File: src/hdl/amx_pkg.sv
// Constants, field positions and helpers for the max-address command block
package amx_pkg;

   // ****************************************
   // Task-file offsets
   // ****************************************
   localparam logic [9:0] OFS_FEAT_ERR = 10'h1F1;
   localparam logic [9:0] OFS_COUNT = 10'h1F2;
   localparam logic [9:0] OFS_ADDR_LOW = 10'h1F3;
   localparam logic [9:0] OFS_ADDR_MIDL = 10'h1F4;
   localparam logic [9:0] OFS_ADDR_MIDH = 10'h1F5;
   localparam logic [9:0] OFS_DRV_TOP = 10'h1F6;
   localparam logic [9:0] OFS_CMD_STAT = 10'h1F7;

   // ****************************************
   // Field positions
   // ****************************************
   localparam int unsigned STAT_BSY = 7;
   localparam int unsigned STAT_DRDY = 6;
   localparam int unsigned STAT_DWF = 5;
   localparam int unsigned STAT_ERR = 0;
   localparam int unsigned EBIT_ICRC = 7;
   localparam int unsigned EBIT_UNC = 6;
   localparam int unsigned EBIT_IDNF = 4;
   localparam int unsigned EBIT_ABRT = 2;
   localparam int unsigned EBIT_TK0NF = 1;
   localparam int unsigned DRV_LBA = 6;
   localparam int unsigned CNT_PERSIST = 0;
   localparam int unsigned ADDR_W = 28;

   // ****************************************
   // Reset values and codes
   // ****************************************
   localparam logic [7:0] TF_RESET = 8'h00;
   localparam logic [7:0] DIAG_PASS = 8'h01;

   localparam logic [7:0] OP_SET_MAX = 8'hF9;
   localparam logic [7:0] OP_NATIVE_MAX = 8'hF8;
   localparam logic [7:0] OP_DIAG = 8'h90;
   localparam logic [7:0] OP_RECAL = 8'h10;
   localparam logic [7:0] OP_READ = 8'h20;
   localparam logic [7:0] OP_READ_LONG = 8'h22;
   localparam logic [7:0] OP_WRITE = 8'h30;
   localparam logic [7:0] OP_WRITE_LONG = 8'h32;
   localparam logic [7:0] OP_WRITE_VFY = 8'h3C;
   localparam logic [7:0] OP_READ_VFY = 8'h40;
   localparam logic [7:0] OP_FORMAT = 8'h50;
   localparam logic [7:0] OP_SEEK = 8'h70;
   localparam logic [7:0] OP_SMART = 8'hB0;
   localparam logic [7:0] OP_READ_MUL = 8'hC4;
   localparam logic [7:0] OP_WRITE_MUL = 8'hC5;
   localparam logic [7:0] OP_READ_DMA = 8'hC8;
   localparam logic [7:0] OP_WRITE_DMA = 8'hCA;
   localparam logic [7:0] OP_FLUSH = 8'hE7;

   typedef enum logic [1:0] {S_INIT, S_IDLE, S_EXEC} amx_state_t;

   // Error register bits that a command may report
   function automatic logic [7:0] amx_allowed(input logic [7:0] op);
      logic [7:0] m;
      m = 8'h00;
      m[EBIT_ABRT] = 1'b1;
      case (op)
         OP_READ_DMA, OP_WRITE_DMA: m[EBIT_ICRC] = 1'b1;
         default: m[EBIT_ICRC] = 1'b0;
      endcase
      case (op)
         OP_READ, OP_READ_MUL, OP_READ_DMA, OP_WRITE_VFY, OP_READ_VFY: m[EBIT_UNC] = 1'b1;
         default: m[EBIT_UNC] = 1'b0;
      endcase
      case (op)
         OP_READ, OP_WRITE, OP_READ_MUL, OP_WRITE_MUL, OP_READ_DMA, OP_WRITE_DMA, OP_WRITE_VFY,
         OP_READ_VFY, OP_SEEK, OP_FORMAT, OP_READ_LONG, OP_WRITE_LONG, OP_SMART, OP_FLUSH,
         OP_SET_MAX: m[EBIT_IDNF] = 1'b1;
         default: m[EBIT_IDNF] = 1'b0;
      endcase
      m[EBIT_TK0NF] = (op == OP_RECAL);
      return m;
   endfunction : amx_allowed

   // Ordering key: block address as is, or cylinder, head, sector
   function automatic logic [27:0] amx_key(input logic lba, input logic [27:0] a);
      return lba ? a : {a[23:8], a[27:24], a[7:0]};
   endfunction : amx_key

endpackage : amx_pkg

File: src/hdl/amx_max_address.sv
// Max-address command handling and error posting of the disk device
//
// Function
// - Opcode F9 sets busy, latches the max address, clears busy, interrupts.
// - An accepted maximum is what the identify data reports.
// - Media access beyond the current maximum is rejected with ID-not-found.
// - Persist flag set keeps the new maximum over power-on and hard reset.
// - Volatile maximum is dropped at reset; last persisted or default returns.
// - Only one persisted set per reset interval; further ones abort.
// - Opcode F8 loads the native maximum into the address registers.
// - Address bytes: drive/top byte, two middle bytes, low byte.
// - Completion shows the address, status and error registers.
// - Each command reports only its permitted error bits.
// - Native-max command never reports ID-not-found.
// - Diagnostic uses only the ERR status bit; error byte is its result code.
// - Reading status drops the interrupt request.
`timescale 1ns/1ns
module amx_max_address #(
   parameter logic [27:0] NATIVE_MAX = 28'hFFFFFFF
) (
   // Clock and resets
   input wire logic CLOCK,
   input wire logic NRST,
   input wire logic HARD_RESET_N,
   // Task-file access
   input wire logic [9:0] REG_ADDR,
   input wire logic REG_WR,
   input wire logic REG_RD,
   input wire logic [7:0] REG_WDATA,
   output logic [7:0] REG_RDATA,
   output logic INTRQ,
   // Media address check
   input wire logic ACCESS_REQ,
   input wire logic ACCESS_LBA_MODE,
   input wire logic [27:0] ACCESS_ADDR,
   output logic ACCESS_DONE,
   output logic ACCESS_REJECT,
   // Error posting from other command engines
   input wire logic ERR_POST,
   input wire logic [7:0] ERR_CMD,
   input wire logic [7:0] ERR_BITS,
   input wire logic ERR_FAULT,
   // Identify data
   output logic [27:0] IDENT_MAX,
   output logic IDENT_LBA_MODE,
   // Non-volatile store of the persisted maximum
   input wire logic PERSIST_VALID,
   input wire logic [28:0] PERSIST_IN,
   output logic PERSIST_SAVE,
   output logic [28:0] PERSIST_DATA
);

   // ****************************************
   // Reset and pin synchronisers
   // ****************************************
   logic rst_m_q, rst_n;
   logic hr1_q, hr2_q, hr3_q, hrst_evt;

   always_ff @(posedge CLOCK or negedge NRST) begin
      if (!NRST) begin
         rst_m_q <= 1'b0;
         rst_n <= 1'b0;
      end else begin
         rst_m_q <= 1'b1;
         rst_n <= rst_m_q;
      end
   end

   always_ff @(posedge CLOCK or negedge rst_n) begin
      if (!rst_n) begin
         hr1_q <= 1'b1;
         hr2_q <= 1'b1;
         hr3_q <= 1'b1;
      end else begin
         hr1_q <= HARD_RESET_N;
         hr2_q <= hr1_q;
         hr3_q <= hr2_q;
      end
   end
   assign hrst_evt = hr3_q && !hr2_q;

   // ****************************************
   // Task-file state
   // ****************************************
   amx_pkg::amx_state_t state_q;
   logic [7:0] feat_q, count_q, alow_q, amidl_q, amidh_q, drv_q, err_q, op_q;
   logic bsy_q, drdy_q, dwf_q, errb_q;
   logic [28:0] limit_q, pers_q;
   logic once_q;
   logic [27:0] tf_addr;
   logic tf_lba, persist_req, set_abort, set_idnf, set_ok, acc_bad, is_idle;
   logic [7:0] post_mask, status;

   assign tf_addr = {drv_q[3:0], amidh_q, amidl_q, alow_q};
   assign tf_lba = drv_q[amx_pkg::DRV_LBA];
   assign persist_req = count_q[amx_pkg::CNT_PERSIST];
   assign is_idle = (state_q == amx_pkg::S_IDLE);
   assign set_abort = persist_req && once_q;
   // Ordering follows the task-file mode bit for both addresses in the set check, and each address's own mode bit for accesses
   assign set_idnf = !set_abort &&
                     (amx_pkg::amx_key(tf_lba, tf_addr) > amx_pkg::amx_key(tf_lba, NATIVE_MAX));
   assign set_ok = (state_q == amx_pkg::S_EXEC) && (op_q == amx_pkg::OP_SET_MAX) && !set_abort && !set_idnf;
   assign acc_bad = ACCESS_REQ &&
                    (amx_pkg::amx_key(ACCESS_LBA_MODE, ACCESS_ADDR) > amx_pkg::amx_key(limit_q[28], limit_q[27:0]));
   assign post_mask = ERR_BITS & amx_pkg::amx_allowed(ERR_CMD);
   assign status = {bsy_q, drdy_q, dwf_q, 4'h0, errb_q};

   // Host writes are dropped while busy; the host is expected to poll first
   always_ff @(posedge CLOCK or negedge rst_n) begin
      if (!rst_n) begin
         state_q <= amx_pkg::S_INIT;
         {feat_q, count_q, alow_q, amidl_q, amidh_q, drv_q} <= {6{amx_pkg::TF_RESET}};
         err_q <= amx_pkg::TF_RESET;
         op_q <= amx_pkg::TF_RESET;
         {bsy_q, drdy_q, dwf_q, errb_q} <= 4'h0;
      end else if (hrst_evt) begin
         state_q <= amx_pkg::S_IDLE;
         {feat_q, count_q, alow_q, amidl_q, amidh_q, drv_q} <= {6{amx_pkg::TF_RESET}};
         err_q <= amx_pkg::TF_RESET;
         {bsy_q, dwf_q, errb_q} <= 3'h0;
         drdy_q <= 1'b1;
      end else begin
         case (state_q)
            amx_pkg::S_INIT: begin
               drdy_q <= 1'b1;
               state_q <= amx_pkg::S_IDLE;
            end
            amx_pkg::S_IDLE: begin
               if (REG_WR) begin
                  case (REG_ADDR)
                     amx_pkg::OFS_FEAT_ERR: feat_q <= REG_WDATA;
                     amx_pkg::OFS_COUNT: count_q <= REG_WDATA;
                     amx_pkg::OFS_ADDR_LOW: alow_q <= REG_WDATA;
                     amx_pkg::OFS_ADDR_MIDL: amidl_q <= REG_WDATA;
                     amx_pkg::OFS_ADDR_MIDH: amidh_q <= REG_WDATA;
                     amx_pkg::OFS_DRV_TOP: drv_q <= REG_WDATA;
                     amx_pkg::OFS_CMD_STAT: begin
                        // Parameters are taken as they stand now
                        op_q <= REG_WDATA;
                        bsy_q <= 1'b1;
                        {dwf_q, errb_q} <= 2'h0;
                        err_q <= 8'h00;
                        state_q <= amx_pkg::S_EXEC;
                     end
                     default: ;
                  endcase
               end else if (acc_bad) begin
                  err_q <= 8'h01 << amx_pkg::EBIT_IDNF;
                  errb_q <= 1'b1;
               end else if (ERR_POST) begin
                  if (ERR_CMD == amx_pkg::OP_DIAG) begin
                     err_q <= ERR_BITS;
                     errb_q <= (ERR_BITS != amx_pkg::DIAG_PASS);
                     dwf_q <= 1'b0;
                  end else begin
                     err_q <= post_mask;
                     errb_q <= (post_mask != 8'h00) || ERR_FAULT;
                     dwf_q <= ERR_FAULT;
                  end
               end
            end
            amx_pkg::S_EXEC: begin
               bsy_q <= 1'b0;
               state_q <= amx_pkg::S_IDLE;
               case (op_q)
                  amx_pkg::OP_SET_MAX: begin
                     if (set_abort) begin
                        err_q <= 8'h01 << amx_pkg::EBIT_ABRT;
                        errb_q <= 1'b1;
                     end else if (set_idnf) begin
                        err_q <= 8'h01 << amx_pkg::EBIT_IDNF;
                        errb_q <= 1'b1;
                     end
                  end
                  amx_pkg::OP_NATIVE_MAX: begin
                     // Only abort could apply here, never ID-not-found
                     drv_q <= {drv_q[7:4], NATIVE_MAX[27:24]};
                     amidh_q <= NATIVE_MAX[23:16];
                     amidl_q <= NATIVE_MAX[15:8];
                     alow_q <= NATIVE_MAX[7:0];
                  end
                  default: begin
                     err_q <= 8'h01 << amx_pkg::EBIT_ABRT;
                     errb_q <= 1'b1;
                  end
               endcase
            end
            default: state_q <= amx_pkg::S_IDLE;
         endcase
      end
   end

   // ****************************************
   // Address limit and persistence
   // ****************************************
   always_ff @(posedge CLOCK or negedge rst_n) begin
      if (!rst_n) begin
         limit_q <= {1'b1, NATIVE_MAX};
         pers_q <= {1'b1, NATIVE_MAX};
         once_q <= 1'b0;
         PERSIST_SAVE <= 1'b0;
         PERSIST_DATA <= {1'b1, NATIVE_MAX};
      end else begin
         PERSIST_SAVE <= 1'b0;
         if (state_q == amx_pkg::S_INIT) begin
            // Power-on: the store holds the last persisted maximum, if any
            limit_q <= PERSIST_VALID ? PERSIST_IN : {1'b1, NATIVE_MAX};
            pers_q <= PERSIST_VALID ? PERSIST_IN : {1'b1, NATIVE_MAX};
            once_q <= 1'b0;
         end else if (hrst_evt) begin
            limit_q <= pers_q;
            once_q <= 1'b0;
         end else if (set_ok) begin
            limit_q <= {tf_lba, tf_addr};
            if (persist_req) begin
               pers_q <= {tf_lba, tf_addr};
               once_q <= 1'b1;
               PERSIST_SAVE <= 1'b1;
               PERSIST_DATA <= {tf_lba, tf_addr};
            end
         end
      end
   end

   // ****************************************
   // Outputs
   // ****************************************
   always_ff @(posedge CLOCK or negedge rst_n) begin
      if (!rst_n) begin
         IDENT_MAX <= NATIVE_MAX;
         IDENT_LBA_MODE <= 1'b1;
      end else begin
         IDENT_MAX <= limit_q[27:0];
         IDENT_LBA_MODE <= limit_q[28];
      end
   end

   always_ff @(posedge CLOCK or negedge rst_n) begin
      if (!rst_n) begin
         ACCESS_DONE <= 1'b0;
         ACCESS_REJECT <= 1'b0;
      end else begin
         ACCESS_DONE <= ACCESS_REQ;
         ACCESS_REJECT <= acc_bad;
      end
   end

   // A completion in the same cycle as a status read still raises the request
   always_ff @(posedge CLOCK or negedge rst_n) begin
      if (!rst_n) begin
         INTRQ <= 1'b0;
      end else if (hrst_evt) begin
         INTRQ <= 1'b0;
      end else begin
         INTRQ <= (state_q == amx_pkg::S_EXEC) || (is_idle && !REG_WR && !acc_bad && ERR_POST) ||
                  (INTRQ && !(REG_RD && REG_ADDR == amx_pkg::OFS_CMD_STAT));
      end
   end

   always_ff @(posedge CLOCK or negedge rst_n) begin
      if (!rst_n) begin
         REG_RDATA <= 8'h00;
      end else if (REG_RD) begin
         case (REG_ADDR)
            amx_pkg::OFS_FEAT_ERR: REG_RDATA <= err_q;
            amx_pkg::OFS_COUNT: REG_RDATA <= count_q;
            amx_pkg::OFS_ADDR_LOW: REG_RDATA <= alow_q;
            amx_pkg::OFS_ADDR_MIDL: REG_RDATA <= amidl_q;
            amx_pkg::OFS_ADDR_MIDH: REG_RDATA <= amidh_q;
            amx_pkg::OFS_DRV_TOP: REG_RDATA <= drv_q;
            amx_pkg::OFS_CMD_STAT: REG_RDATA <= status;
            default: REG_RDATA <= 8'h00;
         endcase
      end
   end
endmodule : amx_max_address

File: config.mk
export PLATFORM = sky130hd
export DESIGN_NAME = amx_max_address
export DESIGN_NICKNAME = d
export VERILOG_FILES = /design/src/hdl/amx_pkg.sv /design/src/hdl/amx_max_address.sv
export SDC_FILE = /design/constraint.sdc
export NUM_CORES = 1
export LEC_CHECK = 0
export BUFFER_PORTS_ARGS = -buffer_cell sky130_fd_sc_hd__buf_4
export CORE_ASPECT_RATIO = 1.5
export CORE_MARGIN = 2
export CORE_UTILIZATION = 50
export CTS_BUF_LIST = sky130_fd_sc_hd__clkbuf_4 sky130_fd_sc_hd__clkbuf_8
export DETAILED_ROUTE_END_ITERATION = 16
export PLACE_DENSITY = 0.73
export SYNTH_ARGS = -nofsm -noshare
export SYNTH_HDL_FRONTEND = slang
export SYNTH_SLANG_ARGS = --single-unit
File: constraint.sdc
create_clock -name CLOCK -period 7.9 [get_ports CLOCK]
set_input_delay 1.185 -clock CLOCK [delete_from_list [all_inputs] [get_ports CLOCK]]
set_output_delay 1.185 -clock CLOCK [all_outputs]
set_load 0.05 [all_outputs]
; After elaboration in Yosys (flattened, before gate mapping)
; Index checks and enable logic that the tools add are counted.
[totals]
ff_bits = 196
mem_count = 0
ram_bits = 0
input_bits = 101
word_cells = 211
out_inout_bits = 70
mem_bits_ro = 0
latch_bits = 0
[op_classes]
bitwise = 3
n_addsub = 0
multipliers = 0
shifts = 0
n_lt_le_gt_ge = 2
n_reduce_logical = 51
n_eq_ne = 44
muxes = 82
n_div = 0
[op_table]
columns = op, n
row1 = 29-bit 2-to-1 mux, 8
row2 = 8-bit 2-to-1 mux, 25
row3 = 8-bit one-hot mux with 2 select lines, 6
row4 = 28-bit 2-to-1 mux, 3
row5 = 8-bit equality test (second input constant), 10
row6 = 10-bit by 9-bit equality test with 1-bit output (second input constant), 7
row7 = 8-bit one-hot mux with 7 select lines, 1
row8 = 8-bit by 6-bit equality test with 1-bit output (second input constant), 5
row9 = 4-bit AND reduction, 8
row10 = 1-bit 2-to-1 mux, 31
row11 = 28-bit greater-than comparator, 1
row12 = 28-bit greater-than comparator (second input constant), 1
row13 = 8-bit by 7-bit equality test with 1-bit output (second input constant), 3
row14 = 3-bit by 2-bit inequality test with 1-bit output (second input constant), 6
row15 = 15-bit OR reduction, 1
row16 = 2-bit nonzero test, 7
row17 = 1-bit logical AND, 12
row18 = 3-bit nonzero test, 4
row19 = 5-bit inequality test (second input constant), 2
row20 = 3-bit inequality test (second input constant), 3
row21 = 3-bit AND reduction, 3
row22 = 8-bit bitwise AND, 1
row23 = 8-bit by 5-bit equality test with 1-bit output (second input constant), 1
row24 = 2-bit 2-to-1 mux, 4
row25 = 18 further kinds, 29

; Longest topological paths before layout
[depth]
word_depth = 12
depth_mapped = 11
depth_no_buf = 9

; Worst setup path after synthesis
; No wires, ideal clock.
[synth_path]
path_kind = input-to-reg
startpoint = in ACCESS_LBA_MODE
endpoint = reg err_q[0]
path_slack_ns = 3.762
n_path_buf = 1
required_time_ns = 7.775
t_arrival_ns = 4.013
cell_stages = 10
setup_ns = 0.125
path_cell_list = clkbuf_1 -> mux2_2 -> ha_1 -> nand4_2 -> or4_4 -> o311ai_1 -> a31oi_1 -> nor2_4 -> a32oi_4 -> mux2_4
[synth_via]
elab_chain_cells = 7
elab_cells_between_ends = 9
cone_classes = order compare: 1 / eq/ne: 1 / mux: 5 / reduce/logical: 2
[synth_rtl]
columns = item, line
row1 = from (decl), amx_max_address.sv:34  ; input wire logic ACCESS_LBA_MODE,
row2 = 28-bit 2-to-1 mux (*), amx_pkg.sv:83  ; return lba ? a : {a[23:8], a[27:24], a[7:0]};
row3 = 28-bit greater-than comparator (*), amx_max_address.sv:104  ; (amx_pkg::amx_key(ACCESS_LBA_MODE, ACCESS_ADDR) > amx_pkg::amx_key(limit_q[28], limit_q[27:0]));
row4 = 1-bit logical AND (*), amx_max_address.sv:103  ; assign acc_bad = ACCESS_REQ &&
row5 = 8-bit 2-to-1 mux, amx_max_address.sv:147  ; end else if (acc_bad) begin
row6 = 8-bit 2-to-1 mux, amx_max_address.sv:129  ; if (REG_WR) begin
row7 = 8-bit one-hot mux with 2 select lines, amx_max_address.sv:123  ; case (state_q)
row8 = 8-bit 2-to-1 mux, amx_max_address.sv:116  ; end else if (hrst_evt) begin
row9 = to (signal assigned), amx_max_address.sv:113  ; err_q <= amx_pkg::TF_RESET;
row10 = to (signal assigned), amx_max_address.sv:119  ; err_q <= amx_pkg::TF_RESET;
row11 = to (signal assigned), amx_max_address.sv:148  ; err_q <= 8'h01 << amx_pkg::EBIT_IDNF;
row12 = to (decl), amx_max_address.sv:86  ; logic [7:0] feat_q, count_q, alow_q, amidl_q, amidh_q, drv_q, err_q, op_q;
; Every way passes the cells marked *; elsewhere a longest branch is shown, timed or not.
; A chain may end at the register's enable or synchronous reset.

; Worst setup path after layout
[layout_path]
startpoint = in ACCESS_LBA_MODE
endpoint = reg err_q[5]
; Same word-level chain as after synthesis.

==> impl_metrics.prom <==
# TYPE chip_impl_metric gauge
chip_impl_metric{name="cts_buffers",unit=""} 17
chip_impl_metric{name="dr.pass1.iters",unit=""} 5
chip_impl_metric{name="route.vias.total",unit=""} 7640
chip_impl_metric{name="synthesis.area",unit="sq mm"} 0.00970
chip_impl_metric{name="stdcell_count",unit=""} 1347
chip_impl_metric{name="layout.filler_cells",unit=""} 1691
chip_impl_metric{name="vdd_ir_drop_max",unit="mV"} 0.0996
chip_impl_metric{name="synth_sequential_area_ratio",unit="%"} 52.1
chip_impl_info{name="clockRootBuffer",value="sky130_fd_sc_hd__clkbuf_8"} 1
chip_impl_metric{name="synth.ff_latch_count",unit=""} 196
chip_impl_metric{name="antenna_left",unit=""} 0
chip_impl_metric{name="drv.max_cap_violation_count",unit=""} 0
chip_impl_metric{name="chipWidth",unit="microns"} 118
chip_impl_metric{name="crit_path_max_fanout",unit=""} 20
chip_impl_metric{name="floorplan.die.height",unit="microns"} 175
chip_impl_metric{name="num_antenna_cells",unit=""} 0
chip_impl_metric{name="synth_top_cell_area_share",unit="%"} 32.2
chip_impl_metric{name="period_utilization",unit="%"} 49.1
chip_impl_metric{name="yosysUniqueCellTypes",unit=""} 60
chip_impl_metric{name="cellLeakagePower",unit="nW"} 5.14
chip_impl_metric{name="worst_ep_arrival_time",unit="ns"} 4.24
chip_impl_info{name="setup.worst_path.end_class",value="flop"} 1
chip_impl_metric{name="grt_antenna_before_repair",unit=""} 0
chip_impl_metric{name="number_of_hold_buffers_added_after_cts",unit=""} 0
chip_impl_metric{name="achievable-frequency",unit="MHz"} 258
chip_impl_info{name="main_synth_ff_type",value="sky130_fd_sc_hd__dfstp_2"} 1
chip_impl_metric{name="layout-drive-gt1-share",unit="%"} 36.5
chip_impl_metric{name="dp_hpwl",unit="mm"} 19.5
chip_impl_metric{name="tightestPinTransition",unit="ns"} 1.20
chip_impl_metric{name="numClockSinks",unit=""} 196
chip_impl_metric{name="synthesized_netlist_net_count",unit=""} 1063
chip_impl_metric{name="postRouteWirelength",unit="mm"} 26.0
chip_impl_metric{name="maximum_level_of_the_cts_h_tree",unit=""} 4
chip_impl_metric{name="async_reset_ff_share",unit="%"} 100
chip_impl_info{name="cts_tree",value="built"} 1
chip_impl_metric{name="place.port_buffers",unit=""} 170
chip_impl_info{name="rsz0062_at_grt",value="false"} 1
chip_impl_info{name="hold_class",value="reg -> async"} 1
chip_impl_metric{name="place.gp.congestion",unit=""} 0.875
chip_impl_metric{name="via_per_inst",unit=""} 5.67
chip_impl_metric{name="slew-limit-headroom",unit="%"} 19.7
chip_impl_metric{name="die_area",unit="sq mm"} 0.0205
chip_impl_metric{name="nNetsFinal",unit=""} 1207
chip_impl_metric{name="worstPathRequired",unit="ns"} 8.26
chip_impl_metric{name="design.portCount",unit=""} 171
chip_impl_info{name="most-common-layout-cells",value="sky130_fd_sc_hd__buf_4 (177), sky130_fd_sc_hd__nand2_1 (159), sky130_fd_sc_hd__dfstp_2 (119)"} 1
chip_impl_metric{name="placed_cells_incl_taps",unit=""} 1315
chip_impl_metric{name="multi_input_area",unit="sq mm"} 0.00437
chip_impl_info{name="run_status",value="complete, no violations"} 1
chip_impl_metric{name="clock_latency",unit="ns"} 0.48
chip_impl_metric{name="power.density_cell_area",unit="mW/mm^2"} 206
chip_impl_metric{name="total_of_cells_resized_after_clock_tree_synthesis",unit=""} 0
chip_impl_metric{name="final_hold_viol_count",unit=""} 0
chip_impl_metric{name="grt_first_pass_wirelength",unit="mm"} 42.0
chip_impl_info{name="worstSetupStartpointType",value="input pin"} 1
chip_impl_metric{name="period_needed",unit="ns"} 3.88
chip_impl_metric{name="globalRoute.totalOverflow",unit=""} 0
chip_impl_metric{name="maximum_number_of_pins_on_one_net_before_global_route_repair",unit=""} 93
chip_impl_metric{name="vias_in_the_first_global_route",unit=""} 7912
chip_impl_metric{name="synth_edf_count",unit=""} 0
chip_impl_metric{name="core.rowCount",unit=""} 62
chip_impl_metric{name="timing.final.max_slew_violations",unit=""} 0
chip_impl_metric{name="ctsLongestPathBuffers",unit=""} 2
chip_impl_metric{name="initial_utilization",unit="%"} 50.8
chip_impl_info{name="worst-setup-path-type",value="in -> reg"} 1
chip_impl_metric{name="final.setup.tns",unit="ns"} 0
chip_impl_metric{name="clk_pin_slew",unit="ns"} 0.11
chip_impl_metric{name="initial_drc_count",unit=""} 600
chip_impl_info{name="synth_top_cell_by_area",value="sky130_fd_sc_hd__dfstp_2"} 1
chip_impl_metric{name="finalSetupViolations",unit=""} 0
chip_impl_metric{name="ys.warnings.count",unit=""} 0
chip_impl_info{name="synth_area_leaders",value="sky130_fd_sc_hd__dfstp_2 (32%), sky130_fd_sc_hd__dfrtp_1 (20%), sky130_fd_sc_hd__nand2_1 (6.2%)"} 1
chip_impl_metric{name="synthToLayoutAreaGrowth",unit="%"} 19.3
chip_impl_metric{name="track_usage",unit="%"} 26.2
chip_impl_metric{name="route.detailed.wl_per_inst",unit="microns"} 19.3
chip_impl_metric{name="cts.repair_timing.setup_buffer_count",unit=""} 0
chip_impl_metric{name="syn_avg_cell_area",unit="sq um"} 10.4
chip_impl_metric{name="timing.clock.skew",unit="ns"} 0.0188
chip_impl_info{name="most_common_cell_after_layout_fill_and_taps_aside",value="sky130_fd_sc_hd__buf_4"} 1
chip_impl_metric{name="drt_drc_violations_left",unit=""} 0
chip_impl_metric{name="regArea",unit="sq mm"} 0.00506
chip_impl_metric{name="r2r.worst_path.cells",unit=""} 9
chip_impl_metric{name="total_power",unit="mW"} 2.39
chip_impl_metric{name="post_synth_inst_count",unit=""} 934
chip_impl_metric{name="coreArea",unit="sq mm"} 0.0191
==> sequential cells by signal (all words and copies together), names as in the netlist, 2 cells and up <==
name / count
err_q: 8
amidl_q: 8
pers_q: 29
limit_q: 29
REG_RDATA: 8
count_q: 8
PERSIST_DATA: 29
state_q: 2
IDENT_MAX: 28
alow_q: 8
amidh_q: 8
drv_q: 8
op_q: 8
==> final timing paths <==
path / end / slack [ns] / from
worst max register to register: err_q[5] / 4.16 / limit_q[28]
worst min-delay path: op_q[5] / 0.19 / rst_n
worst max-delay path: err_q[5] / 4.02 / ACCESS_LBA_MODE
worst min register to register: op_q[5] / 0.19 / rst_n
max in group asynchronous: amidl_q[6] / 6.36 / rst_n
min in group CLOCK: hr2_q / 0.36 / hr1_q
==> through the flow <==
step / area (sq um) / util (%) / hold slack, ns / setup slack (ns)
2_1_floorplan: 9700 / - / 0.331 / 2.24
6_report: 11600 / 60.6 / 0.189 / 4.02
3_3_place_gp: 11200 / 58.6 / 0.186 / 3.62
3_5_place_dp: 11200 / 58.6 / 0.188 / 3.54
4_1_cts: 11600 / 60.6 / 0.196 / 4.06
5_1_grt: 11600 / 60.6 / 0.214 / 3.89
==> power breakdown <==
group          switching (mW)  internal [mW]  total [mW]
clock                   0.400          0.238       0.637
combinational           0.298          0.206       0.504
sequential              0.102           1.14        1.24
==> kinds of logic (layout without fill, tap and decap cells) <==
| family | Yosys count | count (layout) | share of synthesized area, % |
|---|---|---|---|
| muxes | 98 | 98 | 11.2 |
| other | 1 | 1 | 0.0387 |
| buffers and inverters | 77 | 234 | 3.02 |
| adders and majority gates | 28 | 28 | 3.61 |
| AOI/OAI and AO/OA | 207 | 207 | 14.0 |
| xor gates and xnor gates | 1 | 1 | 0.0903 |
| and+or+nand+nor | 326 | 326 | 16.0 |
| DFF | 196 | 196 | 52.1 |
==> cell usage after synthesis (3+ instances only) <==
cell                         n
sky130_fd_sc_hd__a221oi_1    9
sky130_fd_sc_hd__mux2_4      7
sky130_fd_sc_hd__clkbuf_1   44
sky130_fd_sc_hd__nor2_1     62
sky130_fd_sc_hd__a221o_1     4
sky130_fd_sc_hd__nor3_1      6
sky130_fd_sc_hd__a21o_1      3
sky130_fd_sc_hd__and3_1      6
sky130_fd_sc_hd__dfrtp_1    77
sky130_fd_sc_hd__nand4_1    10
sky130_fd_sc_hd__nand3_1    14
sky130_fd_sc_hd__ha_1       28
sky130_fd_sc_hd__a22oi_1     6
sky130_fd_sc_hd__buf_1       5
sky130_fd_sc_hd__o22ai_1     8
sky130_fd_sc_hd__nor2b_1     5
sky130_fd_sc_hd__a21oi_1    76
sky130_fd_sc_hd__mux2_1     10
sky130_fd_sc_hd__buf_2       3
sky130_fd_sc_hd__mux2_2     46
sky130_fd_sc_hd__o21ai_0    15
sky130_fd_sc_hd__and2_1     31
sky130_fd_sc_hd__a31oi_1     5
sky130_fd_sc_hd__nor3b_2     3
sky130_fd_sc_hd__o211ai_1    8
sky130_fd_sc_hd__nor4_1      4
sky130_fd_sc_hd__nor4b_1     4
sky130_fd_sc_hd__dfstp_2   119
sky130_fd_sc_hd__inv_1      24
sky130_fd_sc_hd__mux2i_1    35
sky130_fd_sc_hd__o31ai_1    30
sky130_fd_sc_hd__nand2_1   159
sky130_fd_sc_hd__o21ai_1     3
sky130_fd_sc_hd__a211oi_1   30
==> critical path: stages <==
cell	delay, ns
sky130_fd_sc_hd__buf_4	0.23
sky130_fd_sc_hd__mux2_2	0.38
sky130_fd_sc_hd__ha_1	0.32
sky130_fd_sc_hd__nand4_1	0.21
sky130_fd_sc_hd__nor4_1	0.32
sky130_fd_sc_hd__o311ai_1	0.14
sky130_fd_sc_hd__a31oi_1	0.54
sky130_fd_sc_hd__nor2_4	0.11
sky130_fd_sc_hd__a32oi_4	0.46
sky130_fd_sc_hd__mux2_4	0.34
==> final cells by class <==
| type | count | area share, % |
|---|---|---|
| Timing Repair Buffer | 177 | 11.5 |
| Sequential cell | 196 | 43.7 |
| Clock inverter | 15 | 1.36 |
| Tap cell | 256 | 2.77 |
| Clock buffer | 17 | 2.02 |
| Multi-Input combinational cell | 661 | 37.8 |
| Inverter | 25 | 0.811 |
==> per-layer routing <==
layer / wire length (microns) / part of all wire, % / vias up / GRT usage, %
met5: 0 / 0 / - / 0
met4: 1260 / 4.8 / 0 / 13.8
met3: 1070 / 4.1 / 68 / 4.28
met2: 13600 / 52 / 235 / 46.0
met1: 10100 / 39 / 3707 / 30.7
li1: - / - / 3630 / -
Note: power is estimated with default switching activity, not from simulation.
